===== src/pcr_pkg.sv =====
`default_nettype none
package pcr_pkg;
	// Byte offsets of the bank
	localparam logic [7:0] OFS_STEP_LO   = 8'h14;
	localparam logic [7:0] OFS_DELTA     = 8'h15;
	localparam logic [7:0] OFS_STEP_HI   = 8'h16;
	localparam logic [7:0] OFS_PERIOD_LO = 8'h17;
	localparam logic [7:0] OFS_LOOP      = 8'h18;
	localparam logic [7:0] OFS_PUMP      = 8'h19;
	localparam logic [7:0] OFS_REFDIV    = 8'h1A;
	localparam logic [7:0] OFS_OUTDIV    = 8'h1B;
	localparam logic [7:0] OFS_OPCTL     = 8'h1C;
	// Power-up defaults
	localparam logic [7:0] RST_STEP_LO   = 8'h00;
	localparam logic [7:0] RST_DELTA     = 8'h00;
	localparam logic [7:0] RST_STEP_HI   = 8'h00;
	localparam logic [7:0] RST_PERIOD_LO = 8'h00;
	localparam logic [7:0] RST_LOOP      = 8'h0E;
	localparam logic [7:0] RST_PUMP      = 8'h14;
	localparam logic [7:0] RST_REFDIV    = 8'h19;
	localparam logic [7:0] RST_OUTDIV    = 8'h43;
	localparam logic [7:0] RST_OPCTL     = 8'h3F;
	// Field positions (lowest bit of each field)
	localparam int POS_PERIOD_HI = 6;
	localparam int POS_SPREAD_EN = 5;
	localparam int POS_FILTER    = 1;
	localparam int POS_SMALL_RES = 0;
	localparam int POS_PUMP      = 1;
	localparam int POS_BIAS      = 0;
	localparam int POS_DOUBLER   = 7;
	localparam int POS_DIV_ONE   = 6;
	localparam int POS_DIV_TWO   = 5;
	localparam int POS_REF_DIV   = 0;
	localparam int POS_OD_THREE  = 4;
	localparam int POS_OD_FOUR   = 0;
	localparam int POS_HIRES     = 7;
	localparam int POS_REF_SRC   = 6;
	localparam int POS_RUN_A     = 1;
	localparam int POS_LOCK_A    = 0;
	localparam int POS_RUN_B     = 3;
	localparam int POS_LOCK_B    = 2;
	localparam int POS_RUN_C     = 5;
	localparam int POS_LOCK_C    = 4;
	// Shift applied in high-resolution spread mode
	localparam int HIRES_SHIFT   = 4;
endpackage : pcr_pkg
`default_nettype wire


===== src/pcr_config_bank.sv =====
// Behaviour
// - 16-bit spread step, bytes 14h/16h, reset zero
// - 8-bit step delta at 15h, reset zero
// - 10-bit period from 17h and 18h[7:6]
// - 18h bit5 enables spread modulation
// - Loop filter resistor bits, reset 01110
// - Seven charge-pump scale bits, x2,/24 set
// - 19h bit0 picks 10 or 20 uA
// - 1Ah bit7 enables reference doubler
// - 1Ah bits6,5 bypass divide one, two
// - 5-bit reference divider, reset 11001
// - Output dividers three/four at 1Bh
// - 1Ch bit7 shifts spread by four
// - 1Ch bit6 picks crystal or divider
// - Run and lock bits, reset one
`timescale 1ns/100ps
`default_nettype none
module pcr_config_bank
	import pcr_pkg::*;
(
	input  wire logic        clock_i,
	input  wire logic        rst_n_i,
	input  wire logic [7:0]  reg_addr_i,
	input  wire logic        reg_wr_i,
	input  wire logic [7:0]  reg_wdata_i,
	input  wire logic        reg_rd_i,
	output var  logic [7:0]  reg_rdata_o,
	output var  logic        reg_hit_o,
	output var  logic [15:0] synth_b_spread_step_o,
	output var  logic [19:0] synth_b_spread_step_eff_o,
	output var  logic [7:0]  synth_b_spread_step_delta_o,
	output var  logic [9:0]  synth_b_spread_period_o,
	output var  logic        synth_b_spread_enable_o,
	output var  logic [3:0]  filter_res_select_o,
	output var  logic        filter_res_smallest_only_o,
	output var  logic [6:0]  pump_scale_o,
	output var  logic        bias_current_select_o,
	output var  logic        ref_path_doubler_o,
	output var  logic        ref_bypass_div_one_o,
	output var  logic        ref_bypass_div_two_o,
	output var  logic [4:0]  ref_divider_value_o,
	output var  logic [3:0]  output_divider_three_o,
	output var  logic [3:0]  output_divider_four_o,
	output var  logic        spread_high_resolution_o,
	output var  logic        synth_b_ref_source_o,
	output var  logic [2:0]  synth_run_o,
	output var  logic [2:0]  synth_lock_use_o
);

	logic [7:0]  step_lo_reg;
	logic [7:0]  delta_reg;
	logic [7:0]  step_hi_reg;
	logic [7:0]  period_lo_reg;
	logic [7:0]  loop_reg;
	logic [7:0]  pump_reg;
	logic [7:0]  refdiv_reg;
	logic [7:0]  outdiv_reg;
	logic [7:0]  opctl_reg;
	logic [7:0]  rdata_reg;
	logic [19:0] step_eff_reg;
	logic [7:0]  rdata_next;
	logic        hit_next;

	// Byte writes; unmapped addresses are ignored
	always_ff @(posedge clock_i or negedge rst_n_i)
	begin
		if (!rst_n_i)
		begin
			step_lo_reg   <= RST_STEP_LO;
			delta_reg     <= RST_DELTA;
			step_hi_reg   <= RST_STEP_HI;
			period_lo_reg <= RST_PERIOD_LO;
			loop_reg      <= RST_LOOP;
			pump_reg      <= RST_PUMP;
			refdiv_reg    <= RST_REFDIV;
			outdiv_reg    <= RST_OUTDIV;
			opctl_reg     <= RST_OPCTL;
		end
		else if (reg_wr_i)
		begin
			case (reg_addr_i)
				OFS_STEP_LO:   step_lo_reg   <= reg_wdata_i;
				OFS_DELTA:     delta_reg     <= reg_wdata_i;
				OFS_STEP_HI:   step_hi_reg   <= reg_wdata_i;
				OFS_PERIOD_LO: period_lo_reg <= reg_wdata_i;
				OFS_LOOP:      loop_reg      <= reg_wdata_i;
				OFS_PUMP:      pump_reg      <= reg_wdata_i;
				OFS_REFDIV:    refdiv_reg    <= reg_wdata_i;
				OFS_OUTDIV:    outdiv_reg    <= reg_wdata_i;
				OFS_OPCTL:     opctl_reg     <= reg_wdata_i;
				default:       ;
			endcase
		end
	end

	// Read multiplexer; unmapped addresses answer zero
	always_comb
	begin
		rdata_next = 8'h00;
		hit_next   = 1'b1;
		case (reg_addr_i)
			OFS_STEP_LO:   rdata_next = step_lo_reg;
			OFS_DELTA:     rdata_next = delta_reg;
			OFS_STEP_HI:   rdata_next = step_hi_reg;
			OFS_PERIOD_LO: rdata_next = period_lo_reg;
			OFS_LOOP:      rdata_next = loop_reg;
			OFS_PUMP:      rdata_next = pump_reg;
			OFS_REFDIV:    rdata_next = refdiv_reg;
			OFS_OUTDIV:    rdata_next = outdiv_reg;
			OFS_OPCTL:     rdata_next = opctl_reg;
			default:       hit_next   = 1'b0;
		endcase
	end

	// Read data held until the next read strobe
	always_ff @(posedge clock_i or negedge rst_n_i)
	begin
		if (!rst_n_i)
			rdata_reg <= 8'h00;
		else if (reg_rd_i)
			rdata_reg <= rdata_next;
	end

	// Spread step as seen by the modulator, shifted in high-resolution mode
	always_ff @(posedge clock_i or negedge rst_n_i)
	begin
		if (!rst_n_i)
			step_eff_reg <= 20'h00000;
		else if (opctl_reg[POS_HIRES])
			step_eff_reg <= {step_hi_reg, step_lo_reg, 4'h0};
		else
			step_eff_reg <= {4'h0, step_hi_reg, step_lo_reg};
	end

	// Register interface outputs
	assign reg_rdata_o = rdata_reg;
	assign reg_hit_o   = hit_next;

	// Spread modulation fields
	assign synth_b_spread_step_o       = {step_hi_reg, step_lo_reg};
	assign synth_b_spread_step_eff_o   = step_eff_reg;
	assign synth_b_spread_step_delta_o = delta_reg;
	assign synth_b_spread_period_o     = {loop_reg[POS_PERIOD_HI +: 2], period_lo_reg};
	assign synth_b_spread_enable_o     = loop_reg[POS_SPREAD_EN];

	// Loop filter, charge pump and bias
	assign filter_res_select_o        = loop_reg[POS_FILTER +: 4];
	assign filter_res_smallest_only_o = loop_reg[POS_SMALL_RES];
	assign pump_scale_o               = pump_reg[POS_PUMP +: 7];
	assign bias_current_select_o      = pump_reg[POS_BIAS];

	// Reference path
	assign ref_path_doubler_o   = refdiv_reg[POS_DOUBLER];
	assign ref_bypass_div_one_o = refdiv_reg[POS_DIV_ONE];
	assign ref_bypass_div_two_o = refdiv_reg[POS_DIV_TWO];
	assign ref_divider_value_o  = refdiv_reg[POS_REF_DIV +: 5];

	// Output dividers
	assign output_divider_three_o = outdiv_reg[POS_OD_THREE +: 4];
	assign output_divider_four_o  = outdiv_reg[POS_OD_FOUR +: 4];

	// Operation control
	assign spread_high_resolution_o = opctl_reg[POS_HIRES];
	assign synth_b_ref_source_o     = opctl_reg[POS_REF_SRC];
	assign synth_run_o      = {opctl_reg[POS_RUN_C], opctl_reg[POS_RUN_B], opctl_reg[POS_RUN_A]};
	assign synth_lock_use_o = {opctl_reg[POS_LOCK_C], opctl_reg[POS_LOCK_B], opctl_reg[POS_LOCK_A]};

	// Step bytes follow their writes
	step_bytes_a: assert property (
		@(posedge clock_i) disable iff (!rst_n_i)
		reg_wr_i && (reg_addr_i == OFS_STEP_HI)
		|=> synth_b_spread_step_o[15:8] == $past(reg_wdata_i))
		else $error("step high byte not stored");

	step_low_a: assert property (
		@(posedge clock_i) disable iff (!rst_n_i)
		reg_wr_i && (reg_addr_i == OFS_STEP_LO)
		|=> synth_b_spread_step_o[7:0] == $past(reg_wdata_i) && $stable(synth_b_spread_step_o[15:8]))
		else $error("step low byte not stored");

	delta_write_a: assert property (
		@(posedge clock_i) disable iff (!rst_n_i)
		reg_wr_i && (reg_addr_i == OFS_DELTA) |=> synth_b_spread_step_delta_o == $past(reg_wdata_i))
		else $error("step delta not stored");

	period_high_a: assert property (
		@(posedge clock_i) disable iff (!rst_n_i)
		reg_wr_i && (reg_addr_i == OFS_LOOP)
		|=> synth_b_spread_period_o[9:8] == $past(reg_wdata_i[7:6])
			&& synth_b_spread_enable_o == $past(reg_wdata_i[5])
			&& filter_res_select_o == $past(reg_wdata_i[4:1]))
		else $error("period high, enable or filter wrong");

	pump_bias_a: assert property (
		@(posedge clock_i) disable iff (!rst_n_i)
		reg_wr_i && (reg_addr_i == OFS_PUMP)
		|=> pump_scale_o == $past(reg_wdata_i[7:1]) && bias_current_select_o == $past(reg_wdata_i[0]))
		else $error("pump or bias field wrong");

	ref_path_a: assert property (
		@(posedge clock_i) disable iff (!rst_n_i)
		reg_wr_i && (reg_addr_i == OFS_REFDIV)
		|=> ref_path_doubler_o == $past(reg_wdata_i[7]) && ref_bypass_div_one_o == $past(reg_wdata_i[6])
			&& ref_bypass_div_two_o == $past(reg_wdata_i[5]) && ref_divider_value_o == $past(reg_wdata_i[4:0]))
		else $error("reference path field wrong");

	out_div_a: assert property (
		@(posedge clock_i) disable iff (!rst_n_i)
		reg_wr_i && (reg_addr_i == OFS_OUTDIV)
		|=> output_divider_three_o == $past(reg_wdata_i[7:4]) && output_divider_four_o == $past(reg_wdata_i[3:0]))
		else $error("output divider nibble wrong");

	run_lock_a: assert property (
		@(posedge clock_i) disable iff (!rst_n_i)
		reg_wr_i && (reg_addr_i == OFS_OPCTL)
		|=> synth_run_o == {$past(reg_wdata_i[5]), $past(reg_wdata_i[3]), $past(reg_wdata_i[1])}
			&& synth_lock_use_o == {$past(reg_wdata_i[4]), $past(reg_wdata_i[2]), $past(reg_wdata_i[0])}
			&& synth_b_ref_source_o == $past(reg_wdata_i[6]))
		else $error("run or lock bits wrong");

	hires_shift_a: assert property (
		@(posedge clock_i) disable iff (!rst_n_i)
		spread_high_resolution_o && $stable(synth_b_spread_step_o)
		|=> synth_b_spread_step_eff_o == {$past(synth_b_spread_step_o), 4'h0})
		else $error("high resolution shift missing");

	normal_res_a: assert property (
		@(posedge clock_i) disable iff (!rst_n_i)
		!spread_high_resolution_o |=> synth_b_spread_step_eff_o == {4'h0, $past(synth_b_spread_step_o)})
		else $error("normal resolution step wrong");

	read_back_a: assert property (
		@(posedge clock_i) disable iff (!rst_n_i)
		(reg_wr_i && reg_hit_o) ##1 (reg_rd_i && !reg_wr_i && reg_addr_i == $past(reg_addr_i))
		|=> reg_rdata_o == $past(reg_wdata_i, 2))
		else $error("read did not return last write");

	unmapped_read_a: assert property (
		@(posedge clock_i) disable iff (!rst_n_i)
		reg_rd_i && !reg_hit_o |=> reg_rdata_o == 8'h00)
		else $error("unmapped read not zero");

	hold_idle_a: assert property (
		@(posedge clock_i) disable iff (!rst_n_i)
		!reg_wr_i && !reg_rd_i |=> $stable(reg_rdata_o) && $stable(synth_run_o) && $stable(pump_scale_o))
		else $error("state changed without access");

	// Low period byte lands without touching the high bits
	period_low_a: assert property (
		@(posedge clock_i) disable iff (!rst_n_i)
		reg_wr_i && (reg_addr_i == OFS_PERIOD_LO)
		|=> synth_b_spread_period_o[7:0] == $past(reg_wdata_i) && $stable(synth_b_spread_period_o[9:8]))
		else $error("period low byte not stored");

	// Spread enable follows its own bit
	spread_enable_a: assert property (
		@(posedge clock_i) disable iff (!rst_n_i)
		reg_wr_i && (reg_addr_i == OFS_LOOP)
		|=> synth_b_spread_enable_o == $past(reg_wdata_i[POS_SPREAD_EN]))
		else $error("spread enable not stored");

	// Smallest resistor alone follows bit zero
	filter_only_a: assert property (
		@(posedge clock_i) disable iff (!rst_n_i)
		reg_wr_i && (reg_addr_i == OFS_LOOP)
		|=> filter_res_smallest_only_o == $past(reg_wdata_i[POS_SMALL_RES]))
		else $error("smallest resistor bit not stored");

	// Reference source follows its bit
	ref_source_a: assert property (
		@(posedge clock_i) disable iff (!rst_n_i)
		reg_wr_i && (reg_addr_i == OFS_OPCTL)
		|=> synth_b_ref_source_o == $past(reg_wdata_i[POS_REF_SRC]))
		else $error("reference source not stored");

	// Writes outside the bank leave the fields alone
	unmapped_write_a: assert property (
		@(posedge clock_i) disable iff (!rst_n_i)
		reg_wr_i && !reg_hit_o
		|=> $stable(synth_b_spread_step_o) && $stable(synth_b_spread_period_o) && $stable(pump_scale_o)
			&& $stable(ref_divider_value_o) && $stable(synth_run_o) && $stable(synth_b_spread_step_delta_o))
		else $error("unmapped write changed a field");

	// Hit flag covers exactly the mapped window
	hit_decode_a: assert property (
		@(posedge clock_i) disable iff (!rst_n_i)
		reg_hit_o == (reg_addr_i >= OFS_STEP_LO && reg_addr_i <= OFS_OPCTL))
		else $error("hit flag wrong");

	// Power-up defaults seen at the first edge after reset
	reset_spread_a: assert property (
		@(posedge clock_i)
		$rose(rst_n_i) |-> synth_b_spread_step_o == {RST_STEP_HI, RST_STEP_LO}
			&& synth_b_spread_step_delta_o == RST_DELTA
			&& synth_b_spread_period_o == {RST_LOOP[POS_PERIOD_HI +: 2], RST_PERIOD_LO}
			&& synth_b_spread_step_eff_o == 20'h00000 && reg_rdata_o == 8'h00)
		else $error("spread defaults wrong after reset");

	reset_filter_a: assert property (
		@(posedge clock_i)
		$rose(rst_n_i)
		|-> {synth_b_spread_enable_o, filter_res_select_o, filter_res_smallest_only_o} == RST_LOOP[5:0])
		else $error("loop filter default wrong");

	reset_pump_a: assert property (
		@(posedge clock_i)
		$rose(rst_n_i) |-> {pump_scale_o, bias_current_select_o} == RST_PUMP)
		else $error("charge pump default wrong");

	reset_refdiv_a: assert property (
		@(posedge clock_i)
		$rose(rst_n_i)
		|-> {ref_path_doubler_o, ref_bypass_div_one_o, ref_bypass_div_two_o, ref_divider_value_o} == RST_REFDIV)
		else $error("reference divider default wrong");

	reset_outdiv_a: assert property (
		@(posedge clock_i)
		$rose(rst_n_i) |-> {output_divider_three_o, output_divider_four_o} == RST_OUTDIV)
		else $error("output divider default wrong");

	reset_control_a: assert property (
		@(posedge clock_i)
		$rose(rst_n_i) |-> {spread_high_resolution_o, synth_b_ref_source_o} == RST_OPCTL[7:6]
			&& synth_run_o == {RST_OPCTL[POS_RUN_C], RST_OPCTL[POS_RUN_B], RST_OPCTL[POS_RUN_A]}
			&& synth_lock_use_o == {RST_OPCTL[POS_LOCK_C], RST_OPCTL[POS_LOCK_B], RST_OPCTL[POS_LOCK_A]})
		else $error("operation control default wrong");

endmodule // pcr_config_bank
`default_nettype wire


===== config.mk =====
export PLATFORM = sky130hd
export DESIGN_NAME = pcr_config_bank
export DESIGN_NICKNAME = d
export VERILOG_FILES = /design/src/pcr_pkg.sv /design/src/pcr_config_bank.sv
export SDC_FILE = /design/constraint.sdc
export NUM_CORES = 1
export LEC_CHECK = 0
export BUFFER_PORTS_ARGS = -buffer_cell sky130_fd_sc_hd__buf_2
export CAP_MARGIN = 20
export CORE_ASPECT_RATIO = 1.4
export CORE_MARGIN = 2
export CORE_UTILIZATION = 52
export DETAILED_ROUTE_END_ITERATION = 7
export PLACE_DENSITY = 0.79
export SLEW_MARGIN = 25
export SYNTH_ARGS = -nofsm -noshare
export SYNTH_HDL_FRONTEND = slang
export SYNTH_SLANG_ARGS = --single-unit

===== constraint.sdc =====
create_clock -name clock_i -period 1.5 [get_ports clock_i]
set_input_delay 0.075 -clock clock_i [delete_from_list [all_inputs] [get_ports clock_i]]
set_output_delay 0.075 -clock clock_i [all_outputs]
set_load 0.01 [all_outputs]

==> results of run 1 <==
[routing by layer]
layer | share of wire | vias up
li1 | - | 1399
met1 | 0.40 | 1658
met2 | 0.53 | 101
met3 | 0.038 | 26
met4 | 0.032 | 0
met5 | 0 | -
[critical path, stage by stage, from the launching register on]
cell and delay, ps:
dfrtp_1 420, mux4_2 490, nand3_1 100, o21ai_0 100, o22a_1 190
[stage by stage]
stage	instance area (sq um)	instances	utilization	total power [W]
2_1_floorplan	4388	292	-	0.003277
3_3_place_gp	5424	537	0.6656	0.003620
3_5_place_dp	5424	537	0.6656	0.003648
4_1_cts	5776	554	0.7087	0.006262
5_1_grt	5776	554	0.7087	0.006410
6_report	5776	554	0.7087	0.006226
[worst min path at each step]
stage / cells after the start / slack [ps] / from / end
6_report: 2 / 100 / reg_wdata_i[2] / period_lo_reg[2]
5_1_grt: 2 / 110 / reg_wdata_i[2] / step_lo_reg[2]
4_1_cts: 2 / 90 / reg_wdata_i[2] / period_lo_reg[2]
3_5_place_dp: 1 / 40 / rst_n_i / synth_b_spread_step_eff_o[19]
2_1_floorplan: 0 / -220 / rst_n_i / loop_reg[0]
3_3_place_gp: 1 / 40 / rst_n_i / synth_b_spread_step_eff_o[19]
[cell families (layout without fill, tap and decap cells)]
kind of cell           count (synthesis)  count (layout)  share of synthesized area
and+or+nand+nor                       42              42                    0.06447
AOI/OAI and AO/OA                     31              31                    0.04699
DFF                                  100             100                     0.5779
buffers and inverters                 14             174                    0.01289
muxes                                105             105                     0.2977
[power by group through the flow]
stage	Sequential, W	Combinational, W	Clock (W)
floorplan	0.00303	0.000246	0
detailed placement	0.00298	0.000663	0
finish	0.00294	0.000661	0.00263
global placement	0.00298	0.000644	0
CTS	0.00294	0.000669	0.00266
global route	0.00295	0.000715	0.00274
[cell type report]
class                   instances  area share
inverters                       1   0.0006499
multi-input cells             178      0.3109
well taps                     102     0.02210
flip-flops and latches        100      0.4370
repair buffers                157      0.1703
clock inverters                 6     0.01950
clock buffers                  10     0.03964
[timing repair]
item | in CTS | in global routing
hold buffers | 1 | 0
resized for setup | 0 | 0
hold endpoints to repair | 28 | 0
[cells in the mapped netlist, types with 3 or more instances]
master,number,share of area
mux2i_1,5,0.011
o22a_1,5,0.010
buf_2,3,0.0034
buf_1,3,0.0026
clkbuf_1,7,0.0060
dfstp_2,17,0.10
nor3_2,3,0.0069
mux2_2,89,0.23
and2_1,4,0.0057
o21bai_1,3,0.0052
nand2_1,3,0.0026
mux4_2,11,0.057
nand3_1,11,0.013
nand2b_1,3,0.0043
nor2b_1,6,0.0086
a22oi_1,5,0.0086
dfrtp_1,83,0.48
a31oi_1,7,0.010
o21ai_0,10,0.011
==> impl_metrics.py, run 1 <==
metrics = {
    "run_status": {
        "status": "complete, no violations",
    },
    "clock_tree": {
        "clkTransAtPathRegs_ps": 70,
        "clkLatencyLatePin_ps": 350,
        "root_buffer": "clkbuf_16",
        "clock_sinks": 100,
        "tritoncts": "done",
        "clockBufferDepth": 2,
        "h-tree-depth": 3,
        "post-cts-setup-buffers": 0,
        "cts_buffers": 9,
    },
    "pwr": {
        "pwr-share-clk": 0.422,
        "p_seq_frac": 0.472,
        "swShare": 0.2313,
        "power.switching_w": 0.001440,
        "p_comb_frac": 0.106,
        "peakVddDrop_mv": 0.7483,
        "power.leakage_nw": 3.043,
        "intPower_w": 0.004786,
        "power_density_nw_per_um2": 1078,
    },
    "worst_hold_path": {
        "hp-class": "input port to flip-flop",
    },
    "synthesis": {
        "synthFlopType": "dfrtp_1",
        "async_flop_share": 1.000,
        "synth_nets": 312,
        "syn_area_sq_um": 4367,
        "ys_types": 31,
        "ys_warn_count": 0,
        "synth_area_per_cell_sq_um": 14.95,
        "synth_edf_count": 0,
        "syn_inst": 292,
        "yosys_register_bits": 100,
        "ys_seq_area_frac": 0.5779,
    },
    "final_layout": {
        "drive_gt1_frac": 0.6549,
        "mostFrequentLayoutCells": "119 x buf_2, 88 x mux2_2, 83 x dfrtp_1, 29 x buf_4, 17 x dfstp_2",
        "regArea_sq_um": 2524,
        "largest_reg_flops": 20,
        "num_antenna_cells": 0,
        "layout_commonest_cell": "buf_2",
        "fin_nets": 467,
        "multiInputGateArea_sq_um": 1795,
        "area_growth_pct": 32.26,
        "fillers": 553,
    },
    "routing": {
        "dr.pass1.iters": 4,
        "ant_nets": 0,
        "routedWlPerCell_um": 20.53,
        "drc": 0,
        "wl_um": 11380,
        "via_per_inst": 5.747,
        "dr.first_iter.drc_count": 209,
        "route.vias.total": 3184,
    },
    "timing": {
        "rsz0062_at_grt": "no",
        "finalWorstSetupSlack_ps": 86.85,
        "timing.hold.ws_ps": 97.03,
        "fin_crit_sh": 0.9421,
        "fin_crit_ps": 1413,
        "finClkSkew_ps": 5.444,
        "relSlewSlack": 0.7136,
        "setup_viol": 0,
        "max_freq_mhz": 707.6,
        "hold_violations": 0,
        "worst_pin_slew_ps": 429.5,
        "finalMaxSlewViolations": 0,
        "final.setup.tns_ps": 0,
    },
    "grt": {
        "grtUsageMet2": 0.4295,
        "met3_usage": 0.03698,
        "grt_use_met1": 0.3318,
        "grt_pass1_wl_um": 17270,
        "top_usage_layer": "met2",
        "grt_overflow_total": 0,
        "grt_pass1_vias": 3221,
        "antenna_found_initial": 0,
        "grt_max_degree": 39,
        "gr-usage-all-layers": 0.2611,
    },
    "placed_design": {
        "place.gp.congestion": 0.8432,
        "numPortBuffers": 120,
        "hpwl_um": 8366,
        "dp_slack_ps": -221.6,
    },
    "setup_path": {
        "cp.arrival_ps": 1650,
        "reg2reg_from": "step_hi_reg[5]",
        "worstPathRequired_ps": 1740,
        "rr_worst_depth": 4,
        "crit-reg2reg-capture": "reg_rdata_o[5]",
        "startpoint": "step_hi_reg[5]",
        "cp-start-kind": "flip-flop",
        "path_class": "flip-flop to flip-flop",
        "reg2reg_slack_ps": 90,
        "worst_setup_path_end_kind": "flip-flop",
        "critPathMaxFanout": 5,
        "setup.worst_path.end": "reg_rdata_o[5]",
    },
    "die": {
        "chipHeight_um": 112.4,
        "die-area_sq_um": 9157,
        "start_util": 0.5359,
        "die_x_um": 81.45,
        "rows": 39,
        "core_sq_um": 8149,
        "io_pins": 121,
    },
    "job": {
        "maxCapViolCount": 0,
    },
}
Note: power is estimated with default switching activity, not from simulation.
==> run 2: changes to the inputs <==
==> constraint.sdc (replaced) <==
create_clock -name clock_i -period 1.45 [get_ports clock_i]
set_input_delay 0.0725 -clock clock_i [delete_from_list [all_inputs] [get_ports clock_i]]
set_output_delay 0.0725 -clock clock_i [all_outputs]
set_load 0.01 [all_outputs]
==> impl_metrics.py, run 2 (synthesis gave the netlist of run 1 again) <==
metrics = {
    "worst_hold_path": {
        "hp-start": "reg_wdata_i[2]",
        "whs_path_depth": 2,
        "hp-class": "input port to flip-flop",
        "hold_end": "synth_b_spread_step_delta_o[2]",
    },
    "setup_path": {
        "critPathMaxFanout": 3,
        "path_class": "flip-flop to flip-flop",
        "reg2reg_from": "synth_b_spread_step_delta_o[5]",
        "rr_worst_depth": 4,
        "worstPathRequired_ps": 1680,
        "reg2reg_slack_ps": 50,
        "worst_setup_path_end_kind": "flip-flop",
        "crit-reg2reg-capture": "reg_rdata_o[5]",
        "cp-start-kind": "flip-flop",
        "cp.arrival_ps": 1630,
    },
    "clock_tree": {
        "cts_buffers": 9,
        "clockBufferDepth": 2,
        "clkLatencyLatePin_ps": 340,
        "root_buffer": "clkbuf_16",
        "tritoncts": "done",
        "h-tree-depth": 3,
        "clock_sinks": 100,
        "clkTransAtPathRegs_ps": 70,
    },
    "routing": {
        "dr.pass1.iters": 4,
        "ant_nets": 0,
        "wl_um": 11210,
        "drc": 0,
        "dr.first_iter.drc_count": 193,
        "route.vias.total": 3177,
        "via_per_inst": 5.673,
        "routedWlPerCell_um": 20.02,
    },
    "timing": {
        "finClkSkew_ps": 7.529,
        "fin_crit_ps": 1405,
        "finalMaxSlewViolations": 0,
        "hold_violations": 0,
        "relSlewSlack": 0.7215,
        "max_freq_mhz": 711.9,
        "rsz0062_at_grt": "no",
        "fin_crit_sh": 0.9688,
        "setup_viol": 0,
        "worst_pin_slew_ps": 417.7,
    },
    "grt": {
        "grt_pass1_vias": 3216,
        "grt_pass1_wl_um": 17330,
        "grt_overflow_total": 0,
        "gr-usage-all-layers": 0.2593,
        "grt_max_degree": 33,
        "antenna_found_initial": 0,
    },
    "final_layout": {
        "finalNonFillerCells": 560,
        "area_growth_pct": 32.29,
        "fin_nets": 473,
        "layout_commonest_cell": "buf_2",
        "drive_gt1_frac": 0.6616,
        "mostFrequentLayoutCells": "118 x buf_2, 88 x mux2_2, 83 x dfrtp_1, 37 x buf_4, 17 x dfstp_2",
        "num_antenna_cells": 0,
        "largest_reg_flops": 20,
    },
    "placed_design": {
        "hpwl_um": 8142,
        "dp_cells": 541,
        "numPortBuffers": 120,
        "place.gp.congestion": 0.8602,
    },
    "die": {
        "die_x_um": 81.45,
        "start_util": 0.5359,
        "rows": 39,
        "io_pins": 121,
        "die-area_sq_um": 9157,
        "core_sq_um": 8149,
        "chipHeight_um": 112.4,
    },
    "pwr": {
        "power_density_nw_per_um2": 1086,
        "p_total_w": 0.006272,
        "power.leakage_nw": 3.054,
        "peakVddDrop_mv": 1.214,
    },
    "job": {
        "maxCapViolCount": 0,
    },
    "run_status": {
        "status": "complete, no violations",
    },
}
==> run 2: worst max-delay path by stage <==
stage	startpoint	endpoint	cells past startpoint
floorplan	reg_addr_i[5]	synth_b_spread_step_delta_o[0]	4
global placement	reg_addr_i[0]	loop_reg[5]	6
detailed placement	reg_addr_i[0]	loop_reg[5]	6
CTS	period_lo_reg[5]	reg_rdata_o[5]	4
global route	step_lo_reg[1]	reg_rdata_o[1]	4
finish	synth_b_spread_step_delta_o[5]	reg_rdata_o[5]	4
==> run 2: report_power, final <==
group / switching [W] / leakage [nW] / internal (W) / total, W
Sequential: 0.0000964 / 1.31 / 0.00294 / 0.00304
Combinational: 0.000362 / 1.59 / 0.000327 / 0.000689
Clock: 0.00103 / 0.153 / 0.00151 / 0.00255
Total: 0.00149 / 3.05 / 0.00478 / 0.00627
==> run 2: per-stage QoR <==
step | hold slack, ps | TNS (ps) | instance area, sq um | util | worst slack (ps)
floorplan | -223.1 | -3588 | 4392 | - | -125.1
global placement | 28.94 | -10220 | 5429 | 0.6662 | -186.0
detailed placement | 35.25 | -12830 | 5429 | 0.6662 | -230.3
CTS | 85.84 | 0 | 5754 | 0.7061 | 2.422
global route | 102.7 | 0 | 5777 | 0.7089 | 8.929
finish | 89.92 | 0 | 5777 | 0.7089 | 45.25
==> run 2: timing repair <==
item	4_1_cts	5_1_grt
hold endpoints to repair	28	0
resized for setup	0	4
hold buffers	1	0
setup endpoints to repair	0	3
setup buffers	0	2
==> run 2: cell type report <==
cell class	instances	area [sq um]
Sequential cell	100	2524
Fill cell	573	2372
Multi-Input combinational cell	178	1800
Timing Repair Buffer	163	1006
Clock buffer	10	229.0
Tap cell	102	127.6
Clock inverter	6	86.33
Inverter	1	3.754
==> run 2: layer usage <==
metal	wire, um	vias to the layer above	part of all wire	track usage
met5	0	-	0	0
met4	254	0	0.023	0.1107
met3	559	20	0.050	0.05145
met2	5976	118	0.53	0.4311
met1	4419	1626	0.39	0.3261
li1	-	1413	-	-
==> run 2: worst max-delay path, stage by stage (launching register included) <==
cell,delay (ps)
dfrtp_1,420
mux4_2,500
nand3_1,100
o21ai_0,80
o22a_1,190
